**src/logic/skip_exec_pkg.sv**
```systemverilog
// package: opcodes, widths and cycle figures for the skip and table-read executor
// assumes the core decodes instructions into one of the op codes below
`default_nettype none
package skip_exec_pkg;
    localparam int DATA_W = 8;
    localparam int ADDR_W = 8;
    localparam int PADDR_W = 16;
    localparam int PWORD_W = 16;
    localparam int BIT_SEL_W = 3;
    localparam logic [DATA_W-1:0] ZERO_BYTE = 8'h00;
    localparam logic [DATA_W-1:0] ACC_RESET = 8'h00;
    localparam logic [DATA_W-1:0] TABLE_HIGH_RESET = 8'h00;
    localparam int SKIP_CYCLES = 3;
    localparam int LOW_BYTE_LSB = 0;
    localparam int HIGH_BYTE_LSB = 8;
    typedef enum logic [1:0] {
        OP_NONE,
        OP_SKIP_ZERO_LOAD_ACC,
        OP_SKIP_BIT_ZERO,
        OP_TABLE_READ_PAGE
    } op_e;
endpackage
`default_nettype wire

```
**src/logic/skip_and_table_read_exec.sv**
```systemverilog
// file: execution of the skip-if-zero and page table-read instructions
// assumes one instruction offered per cycle with data memory read data valid alongside
// How it works
// - skip-zero-load copies the data-memory byte into the accumulator
// - skip-zero-load skips the next instruction when the byte is zero
// - a taken skip inserts two dummy cycles, three cycles in all
// - a nonzero tested value continues normally with no dummy cycle
// - skip-bit tests the chosen bit and skips when that bit is zero
// - a taken skip-bit also costs three cycles through the two dummy cycles
// - table read forms page address from pointers, low byte to data memory
// - table read puts the word's high byte into the table-high latch
`default_nettype none
module skip_and_table_read_exec (
    input wire logic mclk_i,
    input wire logic reset_i,
    input wire logic instr_valid_i,
    input wire skip_exec_pkg::op_e op_i,
    input wire logic [skip_exec_pkg::ADDR_W-1:0] mem_addr_i,
    input wire logic [skip_exec_pkg::BIT_SEL_W-1:0] bit_sel_i,
    input wire logic [skip_exec_pkg::DATA_W-1:0] mem_rdata_i,
    input wire logic [skip_exec_pkg::DATA_W-1:0] table_ptr_high_i,
    input wire logic [skip_exec_pkg::DATA_W-1:0] table_ptr_low_i,
    input wire logic [skip_exec_pkg::PWORD_W-1:0] prog_rdata_i,
    input wire logic prog_rvalid_i,
    input wire logic [skip_exec_pkg::DATA_W-1:0] flags_i,
    output logic busy_o,
    output logic exec_enable_o,
    output logic dummy_cycle_o,
    output logic [skip_exec_pkg::DATA_W-1:0] acc_o,
    output logic [skip_exec_pkg::DATA_W-1:0] table_high_latch_o,
    output logic [skip_exec_pkg::PADDR_W-1:0] prog_addr_o,
    output logic prog_req_o,
    output logic mem_we_o,
    output logic [skip_exec_pkg::ADDR_W-1:0] mem_waddr_o,
    output logic [skip_exec_pkg::DATA_W-1:0] mem_wdata_o,
    output logic [skip_exec_pkg::DATA_W-1:0] flags_o
);
    import skip_exec_pkg::*;

    typedef enum logic [1:0] {ST_EXEC, ST_SKIP_FETCH, ST_DUMMY, ST_TABLE} state_e;

    // both skip opcodes share the zero test and the discard slots
    function automatic logic is_skip_op(input op_e op);
        return (op == OP_SKIP_ZERO_LOAD_ACC) || (op == OP_SKIP_BIT_ZERO);
    endfunction

    // only the table read waits on program memory
    function automatic logic is_table_op(input op_e op);
        return op == OP_TABLE_READ_PAGE;
    endfunction

    // the word must carry both bytes and the two pointers must fill the address
    if (HIGH_BYTE_LSB + DATA_W > PWORD_W
        || LOW_BYTE_LSB + DATA_W > HIGH_BYTE_LSB) begin : g_word_chk
        $error("program word too narrow for the table read");
    end
    if (DATA_W + DATA_W != PADDR_W) begin : g_addr_chk
        $error("table pointers do not fill the program address");
    end

    state_e state_r;
    logic is_zero;
    logic [DATA_W-1:0] acc_r;
    logic [DATA_W-1:0] table_high_r;
    logic [DATA_W-1:0] flags_r;
    logic [ADDR_W-1:0] dest_r;
    logic [DATA_W-1:0] wdata_r;
    logic we_r;
    logic take_skip;
    logic in_exec;
    logic start_table;
    logic load_acc;
    logic [PADDR_W-1:0] paddr_r;

    skip_test_unit u_test (
        .data_i(mem_rdata_i),
        .bit_sel_i(bit_sel_i),
        .bit_mode_i(op_i == OP_SKIP_BIT_ZERO),
        .is_zero_o(is_zero)
    );

    assign in_exec = instr_valid_i && (state_r == ST_EXEC);
    assign take_skip = in_exec && is_zero && is_skip_op(op_i);
    assign start_table = in_exec && is_table_op(op_i);
    assign load_acc = in_exec && (op_i == OP_SKIP_ZERO_LOAD_ACC);

    // sequencing: exec, then fetch of next, then dummy slot when skipping
    always_ff @(posedge mclk_i) begin
        if (reset_i) begin
            state_r <= ST_EXEC;
        end else begin
            case (state_r)
                ST_EXEC: begin
                    if (take_skip) begin
                        state_r <= ST_SKIP_FETCH;
                    end else if (start_table) begin
                        state_r <= ST_TABLE;
                    end
                end
                ST_SKIP_FETCH: state_r <= ST_DUMMY;
                ST_DUMMY: state_r <= ST_EXEC;
                ST_TABLE: begin
                    if (prog_rvalid_i) begin
                        state_r <= ST_EXEC;
                    end
                end
                default: state_r <= ST_EXEC;
            endcase
        end
    end

    // accumulator load
    always_ff @(posedge mclk_i) begin
        if (reset_i) begin
            acc_r <= ACC_RESET;
        end else if (load_acc) begin
            acc_r <= mem_rdata_i;
        end
    end

    // table read: latch destination, then split the fetched word
    always_ff @(posedge mclk_i) begin
        if (reset_i) begin
            dest_r <= '0;
            table_high_r <= TABLE_HIGH_RESET;
            wdata_r <= '0;
            we_r <= 1'b0;
        end else begin
            we_r <= 1'b0;
            if (start_table) begin
                dest_r <= mem_addr_i;
            end
            if (state_r == ST_TABLE && prog_rvalid_i) begin
                wdata_r <= prog_rdata_i[LOW_BYTE_LSB +: DATA_W];
                table_high_r <= prog_rdata_i[HIGH_BYTE_LSB +: DATA_W];
                we_r <= 1'b1;
            end
        end
    end

    // flags pass through untouched by these instructions
    always_ff @(posedge mclk_i) begin
        if (reset_i) begin
            flags_r <= '0;
        end else begin
            flags_r <= flags_i;
        end
    end

    // program address held for the whole wait so the pointers may move on
    always_ff @(posedge mclk_i) begin
        if (reset_i) begin
            paddr_r <= '0;
        end else if (start_table) begin
            paddr_r <= {table_ptr_high_i, table_ptr_low_i};
        end
    end

    assign prog_addr_o = paddr_r;
    assign prog_req_o = (state_r == ST_TABLE);
    assign busy_o = (state_r != ST_EXEC);
    assign dummy_cycle_o = (state_r == ST_SKIP_FETCH) || (state_r == ST_DUMMY);
    assign exec_enable_o = !dummy_cycle_o;
    assign acc_o = acc_r;
    assign table_high_latch_o = table_high_r;
    assign mem_we_o = we_r;
    assign mem_waddr_o = dest_r;
    assign mem_wdata_o = wdata_r;
    assign flags_o = flags_r;
endmodule
`default_nettype wire

```
**src/logic/skip_test_unit.sv**
```systemverilog
// file: zero test used by both skip instructions
// assumes the byte is already read from data memory
`default_nettype none
module skip_test_unit (
    input wire logic [skip_exec_pkg::DATA_W-1:0] data_i,
    input wire logic [skip_exec_pkg::BIT_SEL_W-1:0] bit_sel_i,
    input wire logic bit_mode_i,
    output logic is_zero_o
);
    import skip_exec_pkg::*;
    always_comb begin
        if (bit_mode_i) begin
            is_zero_o = ~data_i[bit_sel_i];
        end else begin
            is_zero_o = (data_i == ZERO_BYTE);
        end
    end
endmodule
`default_nettype wire

```
**config.mk**
```make
export PLATFORM = sky130hd
export DESIGN_NAME = skip_and_table_read_exec
export DESIGN_NICKNAME = d
export VERILOG_FILES = /design/src/logic/skip_exec_pkg.sv /design/src/logic/skip_and_table_read_exec.sv /design/src/logic/skip_test_unit.sv
export SDC_FILE = /design/constraint.sdc
export NUM_CORES = 1
export LEC_CHECK = 0
export BUFFER_PORTS_ARGS = -buffer_cell sky130_fd_sc_hd__buf_2
export CORE_ASPECT_RATIO = 0.9
export CORE_MARGIN = 3
export CORE_UTILIZATION = 25
export DETAILED_ROUTE_END_ITERATION = 10
export PLACE_DENSITY = 0.51
export SLEW_MARGIN = 20
export SYNTH_ARGS = -nofsm -noshare
export SYNTH_HDL_FRONTEND = slang
export SYNTH_SLANG_ARGS = --single-unit
```
**constraint.sdc**
```tcl
create_clock -name mclk_i -period 2.9 [get_ports mclk_i]
set_input_delay 0.58 -clock mclk_i [delete_from_list [all_inputs] [get_ports mclk_i]]
set_output_delay 0.58 -clock mclk_i [all_outputs]
set_load 0.1 [all_outputs]
```
; Word level (Yosys, flattened, before mapping)
; Index checks and enable logic that the tools add are counted.
[word_totals]
inputBits = 65
word_cells = 39
output_inout_bits = 61
regBits = 59
[op_classes]
n_reduce_logical = 13
n_eq_ne = 8
mux = 8
order_cmp = 1
bitwise_logic = 1
[op_table]
columns = cell, n
row1 = "2-bit == test, second input constant", 4
row2 = 8-bit zero test, 1
row3 = 2-bit case mux with 4 select lines, 1
row4 = 1-bit logical AND, 6
row5 = 2-bit 2-to-1 mux, 3
row6 = "2-bit by 1-bit == test with 1-bit output, second input constant", 2
row7 = "3-bit by 4-bit < comparator with 1-bit output, second input constant", 1
row8 = 1-bit binary-select mux with 3-bit select, 1
row9 = 1-bit 2-to-1 mux, 3
row10 = "3-bit != test, second input constant", 1
row11 = 2-bit zero test, 1
row12 = 1-bit logical OR, 2
row13 = "2-bit != test, second input constant", 1
row14 = 2-bit AND reduction, 1
row15 = 2-bit nonzero test, 1
row16 = 1-bit zero test, 1
row17 = 1-bit NOT, 1

; Depth between registers and ports, before layout
; Gate-level depths: netlist of run 1.
[depth]
word_depth = 8
ltp_mapped = 7
ltp_nobuf = 7

; Hierarchy
; Synthesis of run 1 repeated with hierarchy kept, for this count alone.
[hier_totals]
hier_cells = 259
hier_area_um2 = 2250.9
[modules_own_cells]
columns = mod, area_per_inst_um2, seq_area_each_um2, instances, cells_per_inst
row1 = skip_and_table_read_exec, 2152.1, 1181.1, 1, 247
row2 = skip_test_unit, 98.8, 0.0, 1, 12

; Worst setup path before layout of run 1
; No wires, ideal clock.
[synth_path]
kind = flip-flop to output port
start = register state_r[1]
end = output port exec_enable_o
slack_ns = 0.386
t_arrival_ns = 1.934
required_ns = 2.320
stages_incl_launch_ff = 4
path_buffers = 0
path_cell_list = dfxtp_1 inv_1 ha_1 inv_1
[synth_between]
elab_chain_cells = 3
word_cells_on_any_way = 4
classes_between = eq/ne (2) / reduce/logical (2)
[synth_lines]
columns = item, line_no
row1 = from (decl), skip_and_table_read_exec.sv:61  ; state_e state_r;
row2 = from (signal assigned), skip_and_table_read_exec.sv:90  ; state_r <= ST_EXEC;
row3 = from (signal assigned), skip_and_table_read_exec.sv:95  ; state_r <= ST_SKIP_FETCH;
row4 = from (signal assigned), skip_and_table_read_exec.sv:97  ; state_r <= ST_TABLE;
row5 = 2-bit by 1-bit == test with 1-bit output / 2-bit == test (equally long branches), skip_and_table_read_exec.sv:162  ; assign dummy_cycle_o = (state_r == ST_SKIP_FETCH) || (state_r == ST_DUMMY);
row6 = 1-bit logical OR *, skip_and_table_read_exec.sv:162
row7 = via dummy_cycle_o, skip_and_table_read_exec.sv:28  ; output logic dummy_cycle_o,
row8 = 1-bit zero test *, skip_and_table_read_exec.sv:163  ; assign exec_enable_o = !dummy_cycle_o;
row9 = to (decl), skip_and_table_read_exec.sv:27  ; output logic exec_enable_o,
; The timed path passes the listed nets; every way through them passes the cells marked *.

; Worst setup path after layout of run 1
[layout_path]
start = register state_r[1]
end = output port exec_enable_o
[layout_between]
elab_chain_cells = 3
word_cells_on_any_way = 4
classes_between = eq/ne (2) / reduce/logical (2)
[layout_lines]
columns = item, line_no
row1 = 2-bit by 1-bit == test with 1-bit output / 2-bit == test (equally long branches), skip_and_table_read_exec.sv:162
row2 = 1-bit logical OR *, skip_and_table_read_exec.sv:162
row3 = 1-bit zero test *, skip_and_table_read_exec.sv:163
; Every way passes the cells marked *; elsewhere a longest branch is shown, timed or not.

==> results of run 1 <==
==> state kept, by name, summed over array words and instances (netlist names) <==
signal,count
acc_o,8
flags_o,8
mem_waddr_o,8
mem_wdata_o,8
mem_we_o,1
prog_addr_o,16
state_r,2
table_high_latch_o,8
==> placed cells by master, fill, tap and decap left out, drive strengths merged <==
cell type	Yosys	final
inv	7	7
mux4	1	1
a211oi	2	2
mux2	1	1
mux2i	9	9
nor2b	10	10
o32ai	1	1
and3	1	1
o31ai	2	2
ha	7	7
nor2	14	14
dfxtp	59	59
or4	2	2
and2	1	1
nand3	2	2
a21boi	1	1
clkbuf	11	11
nand3b	1	1
a22oi	1	1
o21ai	2	2
buf	4	127
a21oi	42	42
nand2	83	83
clkinv	0	3
nand2b	3	3
==> layer usage <==
| layer | share of wire [%] | vias to the layer above | GRT usage, % |
|---|---|---|---|
| li1 | - | 1114 | - |
| met1 | 45 | 940 | 15.0 |
| met2 | 44 | 81 | 19.3 |
| met3 | 9.6 | 7 | 5.25 |
| met4 | 1.4 | 0 | 4.79 |
| met5 | 0 | - | 0 |
==> worst max-delay path: stages (launching register included) <==
cell and delay, ps:
dfxtp_1 390, inv_1 100, ha_1 290, inv_1 50, buf_2 410
==> worst max path at each step <==
stage	startpoint	to
CTS	state_r[1]	exec_enable_o
floorplan	state_r[1]	exec_enable_o
global route	state_r[0]	exec_enable_o
finish	state_r[1]	exec_enable_o
global placement	op_i[0]	prog_addr_o[7]
detailed placement	op_i[0]	prog_addr_o[6]
==> stage by stage <==
step                total power, mW  std cells
floorplan                      1.57        267
global placement               1.71        498
detailed placement             1.72        498
finish                         2.34        512
global route                   2.47        512
CTS                            2.39        512
==> logic make-up after synthesis <==
group | count (synthesis) | synth area share, %
AND/OR/NAND/NOR | 117 | 22.3
flip-flops | 59 | 52.0
AO/OA/AOI/OAI | 51 | 12.5
buffers and inverters | 22 | 3.97
multiplexers | 11 | 5.45
adder cells (fa/ha/maj) | 7 | 3.86
==> cell type report <==
| class | instances | area share [%] |
|---|---|---|
| clock inverters | 3 | 0.473 |
| inverters | 7 | 0.827 |
| multi-input cells | 186 | 31.5 |
| well taps | 119 | 4.69 |
| clock buffers | 11 | 4.77 |
| flip-flops and latches | 59 | 37.2 |
| repair buffers | 127 | 20.6 |
==> power by group through the flow <==
stage               combinational [mW]  clock (mW)  sequential, mW
finish                           0.805       0.646           0.889
global route                     0.854       0.720           0.895
CTS                              0.813       0.686           0.888
detailed placement               0.811           0           0.907
global placement                 0.808           0           0.906
floorplan                        0.343           0            1.22
==> key figures, run 1 <==
Status
  • Status: finished, final reports clean

Hold path
  • Hold Path Depth: 2
  • Min-Delay Startpoint: table_high_latch_o[6]
  • Hold Crit Class: reg -> reg
  • Hold EP: table_high_latch_o[6]

Clocking
  • Hold Buf Count CTS: 0
  • CTS Buf Count: 9
  • Later-pin clock latency in the skew report: 330 ps
  • Post_cts resized: 0
  • Clk root buf: clkbuf_8
  • CTS clk-pin slew, worst paths: ~70 ps
  • Setup repair bufs after CTS: 0
  • CTS tree: built
  • TritonCTS Sinks: 59
  • H-tree levels: 3
  • Clock buffer depth: 2

Yosys
  • Mapped Cells: roughly 270
  • Post-synthesis register bit count: slightly below 60
  • Yosys top cell area share: a little over half
  • Ys flop type: dfxtp_1
  • Most common cell in the netlist: nand2_1
  • Distinct cells, synth: 28
  • Post-synth EDFFs: 0
  • Avg Cell Area, Syn: about 8.5 µm²
  • Mapped Area: ~2300 µm²
  • Synth Net Count: between 300 and 400
  • Ys async rst share: 0%
  • Top cells by count, synth: nand2_1 (83), dfxtp_1 (59), a21oi_1 (42), nor2_1 (13), clkbuf_1 (11)
  • Area contributors post-synth: dfxtp_1 (52%), nand2_1 (14%), a21oi_1 (9.3%), mux2i_1 (4.0%), ha_1 (3.9%)
  • Cell taking the most area after synthesis: dfxtp_1
  • Ys Warns: 0
  • Seq/Total Area, Yosys: 52.0%

STA
  • Unrepaired setup endpoints after global routing: false
  • Worst Tran Pin Value: 875 ps
  • Tcrit/Tclk final: 73.9%
  • Hold Slack: approximately 450 ps
  • Setup WS post-layout: roughly 760 ps
  • Final hold vios: 0
  • Clock skew: 8.66 ps
  • TNS Setup: 0 ps
  • Fmax: 0.467 GHz
  • Max_slew headroom: 41.6%
  • Tmin final: roughly 2100 ps
  • Setup violators final: 0
  • Pins over their slew limit: 0

Route
  • Routed length per placed instance: approximately 12 µm
  • Vias per cell: between 4 and 5
  • Final ANT Viol Nets: 0
  • Vias: 2,142
  • DRC: 0
  • Pre-antenna DRT Iters: 4
  • Routed wire length: about 6.3 mm
  • Drt initial violations: 85

Pwr
  • Sequential power share: between 30% and 40%
  • Power Density: about 740 nW/µm²
  • Int Power: 1.36 mW
  • Clk pwr share: between 20 and 30%
  • VDD IR max: about 0.31 mV
  • Logic pwr share: around 34%
  • Psw: 0.976 mW
  • Switching share of total power: about two fifths
  • Cell leakage power: 1.52 nW

Finish
  • Filler cells: 967
  • Layout Nets: between 400 and 500
  • Post-layout util: a little over a third
  • Share of cells above drive strength 1: a little under two fifths
  • Area Growth Syn to Fin: 39.8%
  • Final instance area: between 3000 and 4000 µm²
  • Register Area: ~1200 µm²
  • Footprint of the multi-input gates: 1000 µm²
  • Ant diodes: 0

Worst setup path
  • R2R Path Start: state_r[1]
  • Kind of critical path: reg -> out
  • R2R cell count: 5
  • Critical path data arrival time: roughly 1600 ps
  • R2R Path End: prog_addr_o[6]
  • CP startpoint kind: register
  • R2R setup slack: ~1100 ps
  • Worst setup EP type: output pin
  • CP max FO: 4
  • WP data required: between 2000 and 2500 ps

GRT
  • Initial antenna violation count: 0
  • Congestion Overflow GR: 0
  • Largest net degree at the start of global routing: 33
  • Total GRT Usage: between 10% and 20%
  • Global-route wire length before repair: slightly below 10 mm
  • Vias in the first global route: about 2.0k

Placed design
  • Port Buffers: about 130
  • HPWL Detailed: between 4 and 5 mm
  • Post-placement cell area: 3010 µm²
  • Global placement routability congestion: 0.758
  • Setup WS pre-CTS: about 900 ps

Job
  • Max cap viols: 0

Floorplan
  • Initial Util: 26.1%
  • IO Count: ~130
  • Std cell rows: 32
  • Core Area: about 8700 µm²
  • Die ar.: 10,300 µm²
  • Die height: approximately 96 µm
  • Die Wd: 106 µm
Note: power is estimated with default switching activity, not from simulation.
==> run 2: changes to the inputs <==
ABC_AREA = 1   (was unset)
clock period = 2.08 ns   (was 2.9 ns; I/O delays follow)
==> key figures, run 2 <==
Yosys
  • Synth Net Count: 376 (was 339)
  • Seq/Total Area, Yosys: 51.5% (was 52.0%)
  • Post-synthesis register bit count: 59 (unchanged)
  • Yosys top cell area share: 51.5% (was 52.0%)
  • Ys Warns: 0 (unchanged)
  • Ys flop type: dfxtp_1 (unchanged)
  • Area contributors post-synth: dfxtp_1 (52%), nand2_1 (12%), nor2_1 (8.2%), a21oi_1 (7.0%), ha_1 (3.8%) (was dfxtp_1 (52%), nand2_1 (14%), a21oi_1 (9.3%), mux2i_1 (4.0%), ha_1 (3.9%))
  • Ys async rst share: 0% (unchanged)
  • Top cells by count, synth: nand2_1 (75), dfxtp_1 (59), nor2_1 (50), a21oi_1 (32), inv_1 (23) (was nand2_1 (83), dfxtp_1 (59), a21oi_1 (42), nor2_1 (13), clkbuf_1 (11))
  • Mapped Area: 2290 µm² (was 2270 µm²)
  • Cell taking the most area after synthesis: dfxtp_1 (unchanged)
  • Mapped Cells: 304 (was 267)
  • Post-synth EDFFs: 0 (unchanged)
  • Avg Cell Area, Syn: 7.54 µm² (was 8.51 µm²)
  • Distinct cells, synth: 20 (was 28)
  • Most common cell in the netlist: nand2_1 (unchanged)

Finish
  • Most frequent cells in the layout: buf_2 (125), nand2_1 (75), dfxtp_1 (59) (was buf_2 (125), nand2_1 (83), dfxtp_1 (59))
  • Ant diodes: 0 (unchanged)
  • Max reg flops: 16 (unchanged)
  • Most common cell after layout, fill and taps aside: buf_2 (unchanged)
  • Share of cells above drive strength 1: 36.5% (was 37.7%)
  • Layout Nets: 503 (was 462)
  • Final instance area: 3220 µm² (was 3180 µm²)
  • Area Growth Syn to Fin: 40.3% (was 39.8%)

GRT
  • Congestion Overflow GR: 0 (unchanged)
  • Initial antenna violation count: 0 (unchanged)
  • Largest net degree at the start of global routing: 31 (was 33)
  • Global-route wire length before repair: 9.96 mm (was 9.81 mm)
  • Total GRT Usage: 11.9% (was 12.3%)
  • Vias in the first global route: 2,170 (was 2,013)

STA
  • Setup violators final: 0 (unchanged)
  • Clock skew: 9.82 ps (was 8.66 ps)
  • Tcrit/Tclk final: 94.8%
  • Tmin final: 1970 ps
  • Pins over their slew limit: 0 (unchanged)
  • Fmax: a little over 0.5 GHz
  • Worst Tran Pin Value: 502 ps (was 875 ps)
  • Unrepaired setup endpoints after global routing: false (unchanged)
  • Max_slew headroom: 66.8% (was 41.6%)
  • Final hold vios: 0 (unchanged)
  • Setup WS post-layout: 107 ps (was 758 ps)

Worst setup path
  • CP max-delay cell: buf_2 (unchanged)
  • Kind of critical path: reg -> out (unchanged)
  • Max incr delay on CP: 430 ps (was 410 ps)
  • Worst Setup SP: state_r[0] (was state_r[1])
  • Worst Path Buf+Inv: 2 (was 3)
  • CP cell instances: inv_1, ha_2, buf_2 (was inv_1, ha_1, inv_1, buf_2)
  • CP delay by family, top: buffers and inverters (unchanged)
  • CP max FO: 3 (was 4)
  • Worst setup EP type: output pin (unchanged)
  • WP data required: 1660 ps (was 2320 ps)
  • R2R Path Start: state_r[0] (was state_r[1])
  • Critical path data arrival time: 1560 ps (about the same)
  • CP startpoint kind: register (unchanged)

Placed design
  • Port Buffers: 125 (unchanged)
  • Setup WS pre-CTS: 412 ps (was 878 ps)
  • HPWL Detailed: 4.62 mm (was 4.61 mm)
  • Global placement routability congestion: 0.782 (was 0.758)
  • Post-placement cell area: 3050 µm² (was 3010 µm²)

Route
  • Routed wl met3: 623 µm (was 607 µm)
  • DRC: 0 (unchanged)
  • Vias per cell: 4.11 (was 4.18)
  • DRT met1 WL: 2.73 mm (was 2.86 mm)
  • Routed wire length: 6.18 mm (was 6.30 mm)
  • Pre-antenna DRT Iters: 4 (unchanged)
  • Top Layer Used: met4 (unchanged)
  • Routed length per placed instance: 11.1 µm (was 12.3 µm)
  • Routed wl met2: 2.77 mm (was 2.75 mm)
  • Vias: 2,283 (was 2,142)
  • Drt initial violations: 111 (was 85)
  • Final ANT Viol Nets: 0 (unchanged)

Floorplan
  • Die ar.: 10,400 µm² (was 10,300 µm²)
  • Die Wd: 107 µm (was 106 µm)
  • Std cell rows: 32 (unchanged)
  • Initial Util: 26.2% (was 26.1%)
  • Core Area: 8770 µm² (was 8690 µm²)
  • Die height: 96.9 µm (was 96.4 µm)
  • IO Count: 126 (unchanged)

Clocking
  • Hold Buf Count CTS: 0 (unchanged)
  • Setup repair bufs after CTS: 0 (unchanged)
  • Later-pin clock latency in the skew report: 330 ps (about the same)
  • CTS Buf Count: 9 (unchanged)
  • Post_cts resized: 0 (unchanged)
  • CTS clk-pin slew, worst paths: 80 ps (was 70 ps)
  • CTS tree: built (unchanged)
  • Clk root buf: clkbuf_8 (unchanged)
  • TritonCTS Sinks: 59 (unchanged)
  • H-tree levels: 3 (unchanged)
  • Clock buffer depth: 2 (unchanged)

Hold path
  • Hold Crit Class: in -> reg (was reg -> reg)
  • Min-Delay Startpoint: flags_i[4] (was table_high_latch_o[6])

Pwr
  • Cell leakage power: 1.60 nW (was 1.52 nW)
  • Power Density: 1190 nW/µm² (was 737 nW/µm²)
  • VDD IR max: 0.655 mV (was 0.306 mV)

Job
  • Max cap viols: 0 (unchanged)

Status
  • Status: finished, final reports clean (unchanged)
[run 2: stage by stage]
step / TNS [ps] / hold slack, ps / power [mW] / instances / util [%]
after floorplan: -6.84 / 523 / 2.71 / 304 / -
after detailed placement: 0 / 453 / 2.98 / 539 / 34.8
after global placement: 0 / 450 / 2.97 / 539 / 34.8
after CTS: 0 / 255 / 3.90 / 555 / 36.7
final: 0 / 279 / 3.83 / 555 / 36.7
after global routing: 0 / 264 / 4.05 / 555 / 36.7
[run 2: final timing paths]
| path | depth (start not counted) | slack, ps | endpoint |
|---|---|---|---|
| setup / recovery | 3 | 110 | dummy_cycle_o |
| hold / removal | 3 | 280 | flags_o[4] |
| setup reg to reg | 12 | 510 | state_r[1] |
| hold reg to reg | 2 | 460 | acc_o[3] |
[run 2: routing by layer]
metal,up-vias,GRT usage [%]
met5,-,0
met4,0,4.13
met3,9,5.54
met2,87,19.5
met1,986,13.7
li1,1201,-
[run 2: logic make-up after synthesis]
family	share of synthesized area, %
AO/OA/AOI/OAI	10.5
adder cells (fa/ha/maj)	3.82
flip-flops	51.5
buffers and inverters	7.20
AND/OR/NAND/NOR	27.0
[run 2: cell type report]
class,instances,area (µm²)
clock buffer,10,128
clock inverter,6,42.5
fill,975,5550
inverter,28,110
multi-input combinational,204,952
sequential,59,1180
tap,119,149
timing repair buffer,129,656
[run 2: worst register-to-register path, stage by stage (launching register included)]
cell and delay, ps:
dfxtp_1 360, inv_1 90, ha_2 190, nand2_1 90, inv_2 100, nand2_4 70
clkinv_2 160, nor2_4 120, nand2_2 70, nand2_4 60, nand2_1 50, nand2_1 70
nor2_2 40
[run 2: power breakdown]
group	internal, mW	switching, mW	total, mW
registers	1.23	0.0478	1.27
clock network	0.431	0.463	0.894
logic	0.314	1.35	1.67
total	1.97	1.86	3.83
